## config.mk

```make
export PLATFORM = sky130hd
export DESIGN_NAME = special_status_area
export DESIGN_NICKNAME = d
export VERILOG_FILES = /design/src/status_area_pkg.sv /design/src/special_status_area.sv
export VERILOG_INCLUDE_DIRS = /design/src
export SDC_FILE = /design/constraint.sdc
export NUM_CORES = 1
export LEC_CHECK = 0
export BUFFER_PORTS_ARGS = -buffer_cell sky130_fd_sc_hd__buf_2
export CAP_MARGIN = 15
export CORE_ASPECT_RATIO = 2
export CORE_UTILIZATION = 45
export DETAILED_ROUTE_END_ITERATION = 10
export MAX_ROUTING_LAYER = met4
export PLACE_DENSITY = 0.79
export REMOVE_ABC_BUFFERS = 1
export SETUP_SLACK_MARGIN = 0.4
export SYNTH_ARGS = -nofsm -noshare
export SYNTH_HDL_FRONTEND = slang
export SYNTH_SLANG_ARGS = --single-unit
```

## constraint.sdc

```tcl
create_clock -name sys_clk_i -period 14.94 [get_ports sys_clk_i]
set_input_delay 2.988 -clock sys_clk_i [delete_from_list [all_inputs] [get_ports sys_clk_i]]
set_output_delay 2.988 -clock sys_clk_i [all_outputs]
set_load 0.05 [all_outputs]
```

## src/status_area_map.svh

```systemverilog
// Address map, field positions, reset values and timing counts of the status area
// Behaviour
// - Area occupies words 236 to 255.
// - Flags read zero until their condition.
// - Restart bit set then cleared restarts unit.
// - Control bits stay zero until software sets.
// - Word 254 drives minute and 20ms pulses.
// - Word 255 drives 0.1, 0.2, 1.0s pulses.
// - Word 253 low byte holds fault alarm number.
// - Word 253 bit 9 marks cycle time error.
// - Word 253 bit 10 marks I/O verify error.
// - Word 255 bits 3-7 carry result flags.
// - Word 254 bit 15 marks special unit error.
// - Reserved bits of word 254 read zero.
// - Word 252 holds forced, I/O hold, outputs-off.
// - Completion codes written into word 237 per level.
// - Word 236 reports loop status per level.
// - Word 251 holds remote I/O error flags.
// - Word 252 bits 1 and 4 enable transfers.
// - Toggling error-check bit shows next stored error.
`ifndef STATUS_AREA_MAP_SVH
`define STATUS_AREA_MAP_SVH

// ****************************************
// Word addresses
// ****************************************
`define ADDR_LOOP_STATUS 8'hEC
`define ADDR_COMPLETION 8'hED
`define ADDR_L0_LINK_FIRST 8'hEE
`define ADDR_L1_LINK_FIRST 8'hF2
`define ADDR_RUN_ERR_FIRST 8'hF7
`define ADDR_REMOTE_IO 8'hFB
`define ADDR_LINK_CTRL 8'hFC
`define ADDR_SYS_ERROR 8'hFD
`define ADDR_SLOW_PULSE 8'hFE
`define ADDR_PULSE_RESULT 8'hFF
`define ADDR_IRQ_STATUS 8'hE0
`define ADDR_IRQ_ENABLE 8'hE1
`define ADDR_IRQ_CLEAR 8'hE2

// ****************************************
// Field positions
// ****************************************
`define BIT_RIO_CHECK 0
`define BIT_RIO_FLAG 3
`define BIT_L0_ENABLE 1
`define BIT_L1_ENABLE 4
`define BIT_L1_RESTART 7
`define BIT_CPU_RESTART 9
`define BIT_FORCE_HOLD 11
`define BIT_IO_HOLD 12
`define BIT_L0_RESTART 13
`define BIT_OUT_OFF 15
`define LINK_CTRL_WMASK 16'hBA92
`define BIT_CYCLE_ERR 9
`define BIT_VERIFY_ERR 10
`define BIT_SPECIAL_ERR 15
`define RESET_WORD 16'h0000

// ****************************************
// Pulse timing at 100 MHz, half periods
// ****************************************
`define CLK_HZ 100000000
`define HALF_MIN_CYC (36'(`CLK_HZ) * 30)
`define HALF_20MS_CYC (`CLK_HZ / 100)
`define HALF_100MS_CYC (`CLK_HZ / 20)
`define HALF_200MS_CYC (`CLK_HZ / 10)
`define HALF_1S_CYC (`CLK_HZ / 2)

`endif

```

## src/status_area_pkg.sv

```systemverilog
// Types shared by the status area bank
package status_area_pkg;
    // Result flags of an executed instruction
    typedef struct packed {
        logic less;
        logic equal;
        logic greater;
        logic carry;
        logic exec_err;
    } result_flags_s;

    // Completion report of a transfer instruction
    typedef struct packed {
        logic valid;
        logic level;
        logic [7:0] code;
    } completion_s;

    // Remote I/O error queue state
    typedef enum logic [0:0] {RIO_IDLE, RIO_SHOWN} rio_state_e;
endpackage

```

## src/special_status_area.sv

```systemverilog
// Special status area: pulse bits, error flags, control bits and link status words
//
// The strobed register port was left to the implementer.
`timescale 1ns/10ps
`default_nettype none
`include "status_area_map.svh"

module special_status_area
    import status_area_pkg::*;
#(
    parameter longint HALF_MIN = `HALF_MIN_CYC,
    parameter int HALF_20MS = `HALF_20MS_CYC,
    parameter int HALF_100MS = `HALF_100MS_CYC,
    parameter int HALF_200MS = `HALF_200MS_CYC,
    parameter int HALF_1S = `HALF_1S_CYC
) (
    // Clock and reset
    input wire logic sys_clk_i,
    input wire logic rst_n_i,
    // Register port
    input wire logic [7:0] addr_i,
    input wire logic [15:0] wdata_i,
    input wire logic wr_i,
    input wire logic rd_i,
    output logic [15:0] rdata_o,
    // Status sources from the CPU core
    input wire logic [7:0] fault_alarm_number_i,
    input wire logic fault_alarm_valid_i,
    input wire logic cycle_err_i,
    input wire logic verify_err_i,
    input wire logic special_err_i,
    input wire result_flags_s result_i,
    input wire logic result_valid_i,
    input wire completion_s completion_i,
    input wire logic [15:0] loop_status_i,
    input wire logic [63:0] l0_link_i,
    input wire logic [63:0] l1_link_i,
    input wire logic [63:0] run_err_i,
    // Remote I/O error entry from the queue
    input wire logic [15:0] rio_entry_i,
    input wire logic rio_entry_valid_i,
    output logic rio_next_o,
    // Control outputs
    output logic [2:0] restart_o,
    output logic force_hold_o,
    output logic io_hold_o,
    output logic out_off_o,
    output logic [1:0] xfer_enable_o,
    output logic irq_o
);

    // ****************************************
    // Reset release
    // ****************************************
    logic rst_s1, rst_n;
    // Two stage release keeps deassertion synchronous
    always_ff @(posedge sys_clk_i or negedge rst_n_i) begin
        if (!rst_n_i) begin
            rst_s1 <= 1'b0;
            rst_n <= 1'b0;
        end else begin
            rst_s1 <= 1'b1;
            rst_n <= rst_s1;
        end
    end

    // ****************************************
    // Clock pulse generators
    // ****************************************
    logic [4:0] pulse; // Bit 0 minute, 1 20ms, 2 0.1s, 3 0.2s, 4 1s
    logic [35:0] pcnt [5]; // Half period counters
    logic [35:0] half [5];
    assign half[0] = 36'(HALF_MIN);
    assign half[1] = 36'(HALF_20MS);
    assign half[2] = 36'(HALF_100MS);
    assign half[3] = 36'(HALF_200MS);
    assign half[4] = 36'(HALF_1S);

    genvar g;
    generate
        for (g = 0; g < 5; g++) begin : g_pulse
            // Toggle every half period gives an even square wave
            always_ff @(posedge sys_clk_i or negedge rst_n) begin
                if (!rst_n) begin
                    pcnt[g] <= 36'h0;
                    pulse[g] <= 1'b0;
                end else if (pcnt[g] >= half[g] - 36'h1) begin
                    pcnt[g] <= 36'h0;
                    pulse[g] <= ~pulse[g];
                end else begin
                    pcnt[g] <= pcnt[g] + 36'h1;
                end
            end
        end
    endgenerate

    // ****************************************
    // System error and result flags
    // ****************************************
    logic [7:0] fault_alarm_number; // Latest alarm number
    logic cycle_err, verify_err, special_err; // Sticky error flags
    result_flags_s result; // Last result flags
    logic first_cycle; // High in the first cycle after reset

    // Error flags start at zero and latch on their condition
    always_ff @(posedge sys_clk_i or negedge rst_n) begin
        if (!rst_n) begin
            fault_alarm_number <= 8'h00;
            cycle_err <= 1'b0;
            verify_err <= 1'b0;
            special_err <= 1'b0;
            first_cycle <= 1'b1;
        end else begin
            first_cycle <= 1'b0;
            if (fault_alarm_valid_i) begin
                fault_alarm_number <= fault_alarm_number_i;
            end
            if (cycle_err_i) begin
                cycle_err <= 1'b1;
            end
            if (verify_err_i) begin
                verify_err <= 1'b1;
            end
            if (special_err_i) begin
                special_err <= 1'b1;
            end
        end
    end

    // Result flags follow each executed instruction
    always_ff @(posedge sys_clk_i or negedge rst_n) begin
        if (!rst_n) begin
            result <= '0;
        end else if (result_valid_i) begin
            result <= result_i;
        end
    end

    // ****************************************
    // Link status words
    // ****************************************
    logic [15:0] loop_status, completion;
    // Completion codes replace only the byte of their level
    always_ff @(posedge sys_clk_i or negedge rst_n) begin
        if (!rst_n) begin
            loop_status <= `RESET_WORD;
            completion <= `RESET_WORD;
        end else begin
            loop_status <= loop_status_i;
            if (completion_i.valid && !completion_i.level) begin
                completion[7:0] <= completion_i.code;
            end
            if (completion_i.valid && completion_i.level) begin
                completion[15:8] <= completion_i.code;
            end
        end
    end

    // ****************************************
    // Remote I/O error word
    // ****************************************
    logic [15:0] rio_word; // Shown error entry
    logic rio_check; // Error check bit written by software
    rio_state_e rio_state;
    // A falling check bit retires the shown entry and asks for the next
    always_ff @(posedge sys_clk_i or negedge rst_n) begin
        if (!rst_n) begin
            rio_word <= `RESET_WORD;
            rio_state <= RIO_IDLE;
            rio_next_o <= 1'b0;
        end else begin
            rio_next_o <= 1'b0;
            case (rio_state)
                RIO_IDLE: begin
                    if (rio_entry_valid_i && !rio_next_o) begin // Source not yet moved on
                        rio_word <= rio_entry_i;
                        rio_word[`BIT_RIO_FLAG] <= 1'b1;
                        rio_state <= RIO_SHOWN;
                    end
                end
                default: begin
                    if (wr_i && addr_i == `ADDR_REMOTE_IO && rio_check
                        && !wdata_i[`BIT_RIO_CHECK]) begin
                        rio_next_o <= 1'b1;
                        rio_word <= `RESET_WORD;
                        rio_state <= RIO_IDLE;
                    end
                end
            endcase
        end
    end

    // ****************************************
    // Control word
    // ****************************************
    logic [15:0] link_ctrl; // Software written control bits
    logic [2:0] restart_prev;
    // Only documented control positions accept writes
    always_ff @(posedge sys_clk_i or negedge rst_n) begin
        if (!rst_n) begin
            link_ctrl <= `RESET_WORD;
            rio_check <= 1'b0;
        end else if (wr_i) begin
            if (addr_i == `ADDR_LINK_CTRL) begin
                link_ctrl <= wdata_i & `LINK_CTRL_WMASK;
            end else if (addr_i == `ADDR_REMOTE_IO) begin
                rio_check <= wdata_i[`BIT_RIO_CHECK];
            end
        end
    end

    logic [2:0] restart_now;
    assign restart_now = {link_ctrl[`BIT_CPU_RESTART], link_ctrl[`BIT_L1_RESTART],
        link_ctrl[`BIT_L0_RESTART]};
    // Restart fires on the falling edge of each restart bit
    always_ff @(posedge sys_clk_i or negedge rst_n) begin
        if (!rst_n) begin
            restart_prev <= 3'h0;
            restart_o <= 3'h0;
        end else begin
            restart_prev <= restart_now;
            restart_o <= restart_prev & ~restart_now;
        end
    end

    assign force_hold_o = link_ctrl[`BIT_FORCE_HOLD];
    assign io_hold_o = link_ctrl[`BIT_IO_HOLD];
    assign out_off_o = link_ctrl[`BIT_OUT_OFF];
    assign xfer_enable_o = {link_ctrl[`BIT_L1_ENABLE], link_ctrl[`BIT_L0_ENABLE]};

    // ****************************************
    // Word assembly
    // ****************************************
    logic [15:0] sys_err_word, slow_word, pulse_word;
    assign sys_err_word = {first_cycle, 1'b0, 1'b1, 2'b00, verify_err, cycle_err, 1'b0,
        fault_alarm_number};
    assign slow_word = {special_err, 13'h0000, pulse[1], pulse[0]};
    assign pulse_word = {8'h00, result, pulse[4], pulse[3], pulse[2]};

    // ****************************************
    // Interrupt: bit0 cycle, 1 verify, 2 special, 3 remote I/O
    // ****************************************
    logic [3:0] irq_status, irq_enable, irq_event;
    assign irq_event = {rio_state == RIO_IDLE && rio_entry_valid_i && !rio_next_o,
        special_err_i, verify_err_i, cycle_err_i};
    // Set wins over a clear in the same cycle
    always_ff @(posedge sys_clk_i or negedge rst_n) begin
        if (!rst_n) begin
            irq_status <= 4'h0;
            irq_enable <= 4'h0;
        end else begin
            if (wr_i && addr_i == `ADDR_IRQ_ENABLE) begin
                irq_enable <= wdata_i[3:0];
            end
            if (wr_i && addr_i == `ADDR_IRQ_CLEAR) begin
                irq_status <= (irq_status & ~wdata_i[3:0]) | irq_event;
            end else begin
                irq_status <= irq_status | irq_event;
            end
        end
    end
    assign irq_o = |(irq_status & irq_enable);

    // ****************************************
    // Read decode
    // ****************************************
    function automatic logic [15:0] pick4(input logic [63:0] blk, input logic [7:0] off);
        pick4 = blk[16 * off[1:0] +: 16];
    endfunction

    logic [15:0] next_rdata;
    // Unmapped addresses read zero
    always_comb begin
        next_rdata = 16'h0000;
        if (addr_i == `ADDR_LOOP_STATUS) begin
            next_rdata = loop_status;
        end else if (addr_i == `ADDR_COMPLETION) begin
            next_rdata = completion;
        end else if (addr_i >= `ADDR_L0_LINK_FIRST && addr_i < `ADDR_L1_LINK_FIRST) begin
            next_rdata = pick4(l0_link_i, addr_i - `ADDR_L0_LINK_FIRST);
        end else if (addr_i >= `ADDR_L1_LINK_FIRST && addr_i < 8'hF6) begin
            next_rdata = pick4(l1_link_i, addr_i - `ADDR_L1_LINK_FIRST);
        end else if (addr_i >= `ADDR_RUN_ERR_FIRST && addr_i < `ADDR_REMOTE_IO) begin
            next_rdata = pick4(run_err_i, addr_i - `ADDR_RUN_ERR_FIRST);
        end else if (addr_i == `ADDR_REMOTE_IO) begin
            next_rdata = {rio_word[15:1], rio_check};
        end else if (addr_i == `ADDR_LINK_CTRL) begin
            next_rdata = link_ctrl;
        end else if (addr_i == `ADDR_SYS_ERROR) begin
            next_rdata = sys_err_word;
        end else if (addr_i == `ADDR_SLOW_PULSE) begin
            next_rdata = slow_word;
        end else if (addr_i == `ADDR_PULSE_RESULT) begin
            next_rdata = pulse_word;
        end else if (addr_i == `ADDR_IRQ_STATUS) begin
            next_rdata = {12'h000, irq_status};
        end else if (addr_i == `ADDR_IRQ_ENABLE) begin
            next_rdata = {12'h000, irq_enable};
        end
    end

    // Read data stand one cycle after the strobe only
    always_ff @(posedge sys_clk_i or negedge rst_n) begin
        if (!rst_n) begin
            rdata_o <= 16'h0000;
        end else begin
            rdata_o <= rd_i ? next_rdata : 16'h0000;
        end
    end

    // ****************************************
    // Assertions
    // ****************************************
    property p_restart;
        @(posedge sys_clk_i) disable iff (!rst_n)
        $fell(restart_now[0]) |=> restart_o[0];
    endproperty
    a_restart: assert property (p_restart) else $error("restart missed");

    property p_ctrl_reset;
        @(posedge sys_clk_i) disable iff (!rst_n)
        $rose(rst_n) |-> link_ctrl == 16'h0000;
    endproperty
    a_ctrl_reset: assert property (p_ctrl_reset) else $error("control not zero");

    property p_fast_pulse;
        @(posedge sys_clk_i) disable iff (!rst_n)
        $changed(pulse[2]) |-> $past(pcnt[2]) == half[2] - 36'h1;
    endproperty
    a_fast_pulse: assert property (p_fast_pulse) else $error("pulse toggled off count");

    property p_alarm;
        @(posedge sys_clk_i) disable iff (!rst_n)
        fault_alarm_valid_i |=> fault_alarm_number == $past(fault_alarm_number_i);
    endproperty
    a_alarm: assert property (p_alarm) else $error("alarm number wrong");

    property p_cycle_err;
        @(posedge sys_clk_i) disable iff (!rst_n)
        cycle_err_i |=> sys_err_word[`BIT_CYCLE_ERR] && irq_status[0];
    endproperty
    a_cycle_err: assert property (p_cycle_err) else $error("cycle error lost");

    property p_verify;
        @(posedge sys_clk_i) disable iff (!rst_n)
        verify_err_i |=> sys_err_word[`BIT_VERIFY_ERR];
    endproperty
    a_verify: assert property (p_verify) else $error("verify error lost");

    property p_result;
        @(posedge sys_clk_i) disable iff (!rst_n)
        result_valid_i |=> pulse_word[7:3] == $past(result_i);
    endproperty
    a_result: assert property (p_result) else $error("result flags wrong");

    property p_special;
        @(posedge sys_clk_i) disable iff (!rst_n)
        special_err_i |=> slow_word[`BIT_SPECIAL_ERR];
    endproperty
    a_special: assert property (p_special) else $error("special error lost");

    property p_reserved;
        @(posedge sys_clk_i) disable iff (!rst_n)
        slow_word[14:2] == 13'h0000;
    endproperty
    a_reserved: assert property (p_reserved) else $error("reserved bits set");

    property p_completion;
        @(posedge sys_clk_i) disable iff (!rst_n)
        completion_i.valid && !completion_i.level |=> completion[7:0] == $past(completion_i.code);
    endproperty
    a_completion: assert property (p_completion) else $error("code not stored");

    c_restart: cover property (@(posedge sys_clk_i) disable iff (!rst_n) restart_o != 3'h0);
    c_rio_next: cover property (@(posedge sys_clk_i) disable iff (!rst_n) rio_next_o);
    c_irq: cover property (@(posedge sys_clk_i) disable iff (!rst_n) irq_o);

endmodule // special_status_area
`default_nettype wire

```

==> summary.md <==
| Metric | Value |
|---|---|
| Final worst path period share | `37.6%` |
| Clock share of power | `42.1%` |
| CP max-delay cell | `a221oi_1` |
| Wirelength per Cell | `20.3 um` |
| Tmin final | `5.62 ns` |
| Sw Share | `23.9%` |
| 1st-pass router iterations | `5` |
| Final net count | `1909` |
| Overall die height | `253 um` |
| 1st-iter DRT viols | `694` |
| Switching pwr | `413 uW` |
| DR vias | `11800` |
| Die Span X | `128 um` |
| GPL Wtd Cong | `0.967` |
| Layout cell share with drive strength beyond 1 | `28.5%` |
| Pwr Density | `101 nW/um^2` |
| Number of cell rows | `91` |
| Comb pwr share | `9.1%` |
| Number of buffers inserted by port buffering | `299` |
| Sequential area share after synthesis | `51.4%` |
| Top cells by count, synth | `dfrtp_1, nor2_1, nand2_1, xor2_1, nor3_1` |
| Max-slew violations | `0` |
| Crit path max-delay family | `compound AO/OA/AOI/OAI gates` |
| Synth Instances | `1290` |
| Pin count of the biggest net entering global routing | `157` |
| IR drop worst, VDD | `0.0765 mV` |
| RSZ-0062 raised after global routing | `false` |
| Cells along the critical path | `buf_2 -> buf_4 -> ha_1 -> or3b_2 -> nand2_1 -> a221oi_1 -> o22ai_1 -> o2bb2ai_1` |
| YS warnings | `0` |
| Via density | `5.73` |
| Num Clock Sinks | `292` |
| Clock Skew | `0.0133 ns` |
| Relative slew slack | `33.2%` |
| Hold buffer count at CTS | `0` |
| Layout area overhead | `21.2%` |
| Metal2 WL | `22100 um` |
| Drt drc | `0` |
| Fmax | `178 MHz` |
| Dpl cells | `2009` |
| First-pass GRT wire length | `64300 um` |
| Post-CTS sizing | `0` |
| Top layer reached by signal wires | `met4` |
| Count leader, synth | `dfrtp_1` |
| GR Overflow Total | `0` |
| Leading area contributor after synthesis | `dfrtp_1` |
| Reg power frac | `48.8%` |
| Number of synthesized flops with an enable pin | `0` |
| Slew @ Worst Pin | `1.00 ns` |
| HP Class | `reg -> reg` |
| Total track usage | `26.9%` |
| FF+latch area | `7310 um^2` |
| Clock root buffer | `clkbuf_16` |
| WP data arrival | `6.02 ns` |
| Synth Flop Type | `dfrtp_1` |
| Initial Util | `45.9%` |
| CP Max Fanout | `41` |
| DP Wirelength | `31700 um` |
| CP Buf/Inv Count | `2` |
| Static Leak | `7.54 nW` |
| WL met1 | `14000 um` |
| Async SR Flop Fraction | `100%` |
| Synth unique cells | `73` |
| Number of routed nets with antenna violations | `0` |
| Met3 WL | `1970 um` |
| Synth top area cells | `dfrtp_1, mux4_2, xor2_1, nor2_1, mux2_2` |
| Top cell type's share of synthesized area | `51.2%` |
| Worst setup EP type | `flip-flop` |
| CTS clk-pin slew, worst paths | `0.08 ns` |
| TNS Setup | `0 ns` |
| CTS tree | `yes` |
| Worst path max stage delay | `0.78 ns` |
| Synthesized area | `14200 um^2` |
| Final setup fails | `0` |
| Die area | `32300 um^2` |
| Startpoint Class | `input port` |
| Fillers | `2696` |
| Io pins | `307` |
| Max Cap Viol | `0` |
| Post-CTS Setup Bufs | `0` |
| H-tree depth | `1` |
| Cts bufs inserted | `25` |
| Total chip power | `1.73 mW` |
| Core ar. | `31000 um^2` |
| Yosys reg bits | `292` |
| Final Hold Viols | `0` |
| Number of global-route vias before repair | `12300` |
| Syn_area_per_cell | `11.0 um^2` |
| Crit Path Category | `in -> reg` |
| Int Pwr | `1.32 mW` |
| Area occupied by multi-input gates | `6760 um^2` |
| Clock Path Buffers | `3` |
| Data required, critical path | `15.34 ns` |
| Post-Route WL | `41800 um` |
| Initial antenna violation count | `4` |
| Final cell count without fillers | `2059` |
| Status | `completed` |
| Clk_lat worst skew | `0.54 ns` |
==> through the flow <==
stage | hold WS [ns] | util [%] | worst slack [ns] | area [um^2]
2_1_floorplan | 0.331 | - | 6.20 | 14100
3_3_place_gp | 0.336 | 52.6 | 8.98 | 16300
3_5_place_dp | 0.345 | 52.6 | 8.82 | 16300
4_1_cts | 0.363 | 55.6 | 9.40 | 17200
5_1_grt | 0.371 | 55.6 | 9.13 | 17200
6_report | 0.357 | 55.6 | 9.32 | 17200
==> power by group through the flow <==
stage	Sequential, mW	Combinational [mW]	Clock (mW)
after detailed placement	0.860	0.157	0
after CTS	0.845	0.158	0.737
after global placement	0.858	0.154	0
after global routing	0.848	0.170	0.768
after floorplan	0.864	0.0673	0
final	0.844	0.158	0.729
==> final cells by class <==
class / count / area share [%]
Tap cell: 418 / 3.04
Clock buffer: 29 / 3.83
Timing Repair Buffer: 316 / 9.50
Antenna cell: 4 / 0.0581
Sequential cell: 292 / 42.4
Clock inverter: 16 / 1.48
Multi-Input combinational cell: 964 / 39.2
Inverter: 20 / 0.436
==> layout by cell type, fill, tap and decap left out, types with 10 or more instances in the layout <==
| cell | Yosys | routed |
|---|---|---|
| a21oi_1 | 30 | 29 |
| a31oi_1 | 10 | 10 |
| and2_1 | 11 | 11 |
| and3_1 | 33 | 33 |
| and4_1 | 13 | 13 |
| buf_2 | 12 | 298 |
| buf_4 | 5 | 16 |
| clkbuf_16 | 0 | 25 |
| conb_1 | 2 | 57 |
| dfrtp_1 | 291 | 290 |
| inv_1 | 20 | 20 |
| mux2_2 | 42 | 42 |
| mux4_2 | 48 | 48 |
| nand2_1 | 96 | 96 |
| nand3_1 | 53 | 53 |
| nand4_1 | 35 | 35 |
| nor2_1 | 133 | 133 |
| nor3_1 | 64 | 64 |
| nor4_1 | 23 | 23 |
| o21ai_0 | 39 | 38 |
| xnor2_1 | 49 | 49 |
| xor2_1 | 65 | 65 |
==> flip-flops by register name, indices dropped and copies added, names as in the netlist, 4 cells and up <==
signal / flops
irq_enable: 4
rio_word: 15
rdata_o: 16
completion: 16
pcnt: 180
pulse: 5
fault_alarm_number: 8
link_ctrl: 8
pulse_word: 5
irq_status: 4
loop_status: 16
==> path summary, 6_finish.rpt <==
check                            startpoint              endpoint  slack, ns  cells after the start
max in group asynchronous   rst_n$_DFF_PN0_   pcnt[131]$_DFF_PN0_      12.24                      2
max reg2reg                 rst_n$_DFF_PN0_   pcnt[131]$_DFF_PN0_      12.24                      2
min in group asynchronous   rst_n$_DFF_PN0_  rio_next_o$_DFF_PN0_       0.48                      0
min reg2reg                rst_s1$_DFF_PN0_       rst_n$_DFF_PN0_       0.36                      0
min                        rst_s1$_DFF_PN0_       rst_n$_DFF_PN0_       0.36                      0
max                               addr_i[1]  rdata_o[3]$_DFF_PN0_       9.32                      8
==> metal layers <==
| layer | track usage, % | vias to the layer above |
|---|---|---|
| li1 | - | 5292 |
| met3 | 2.09 | 159 |
| met1 | 27.3 | 5814 |
| met4 | 21.2 | 0 |
| met2 | 47.5 | 541 |
| met5 | - | - |
==> worst reg2reg max path, cell delays in order (launching register included) <==
cell and delay, ns:
dfrtp_4 1.04, buf_4 0.84, buf_12 0.61
==> cells by family after synthesis <==
kind of cell	Yosys count	synth area share, %
AOI/OAI and AO/OA	177	8.65
DFF	292	51.4
adders and majority gates	9	0.792
xor gates and xnor gates	114	7.02
muxes	90	10.9
other	2	0.0528
buffers and inverters	89	2.69
and+or+nand+nor	517	18.4
Note: power is estimated with default switching activity, not from simulation.
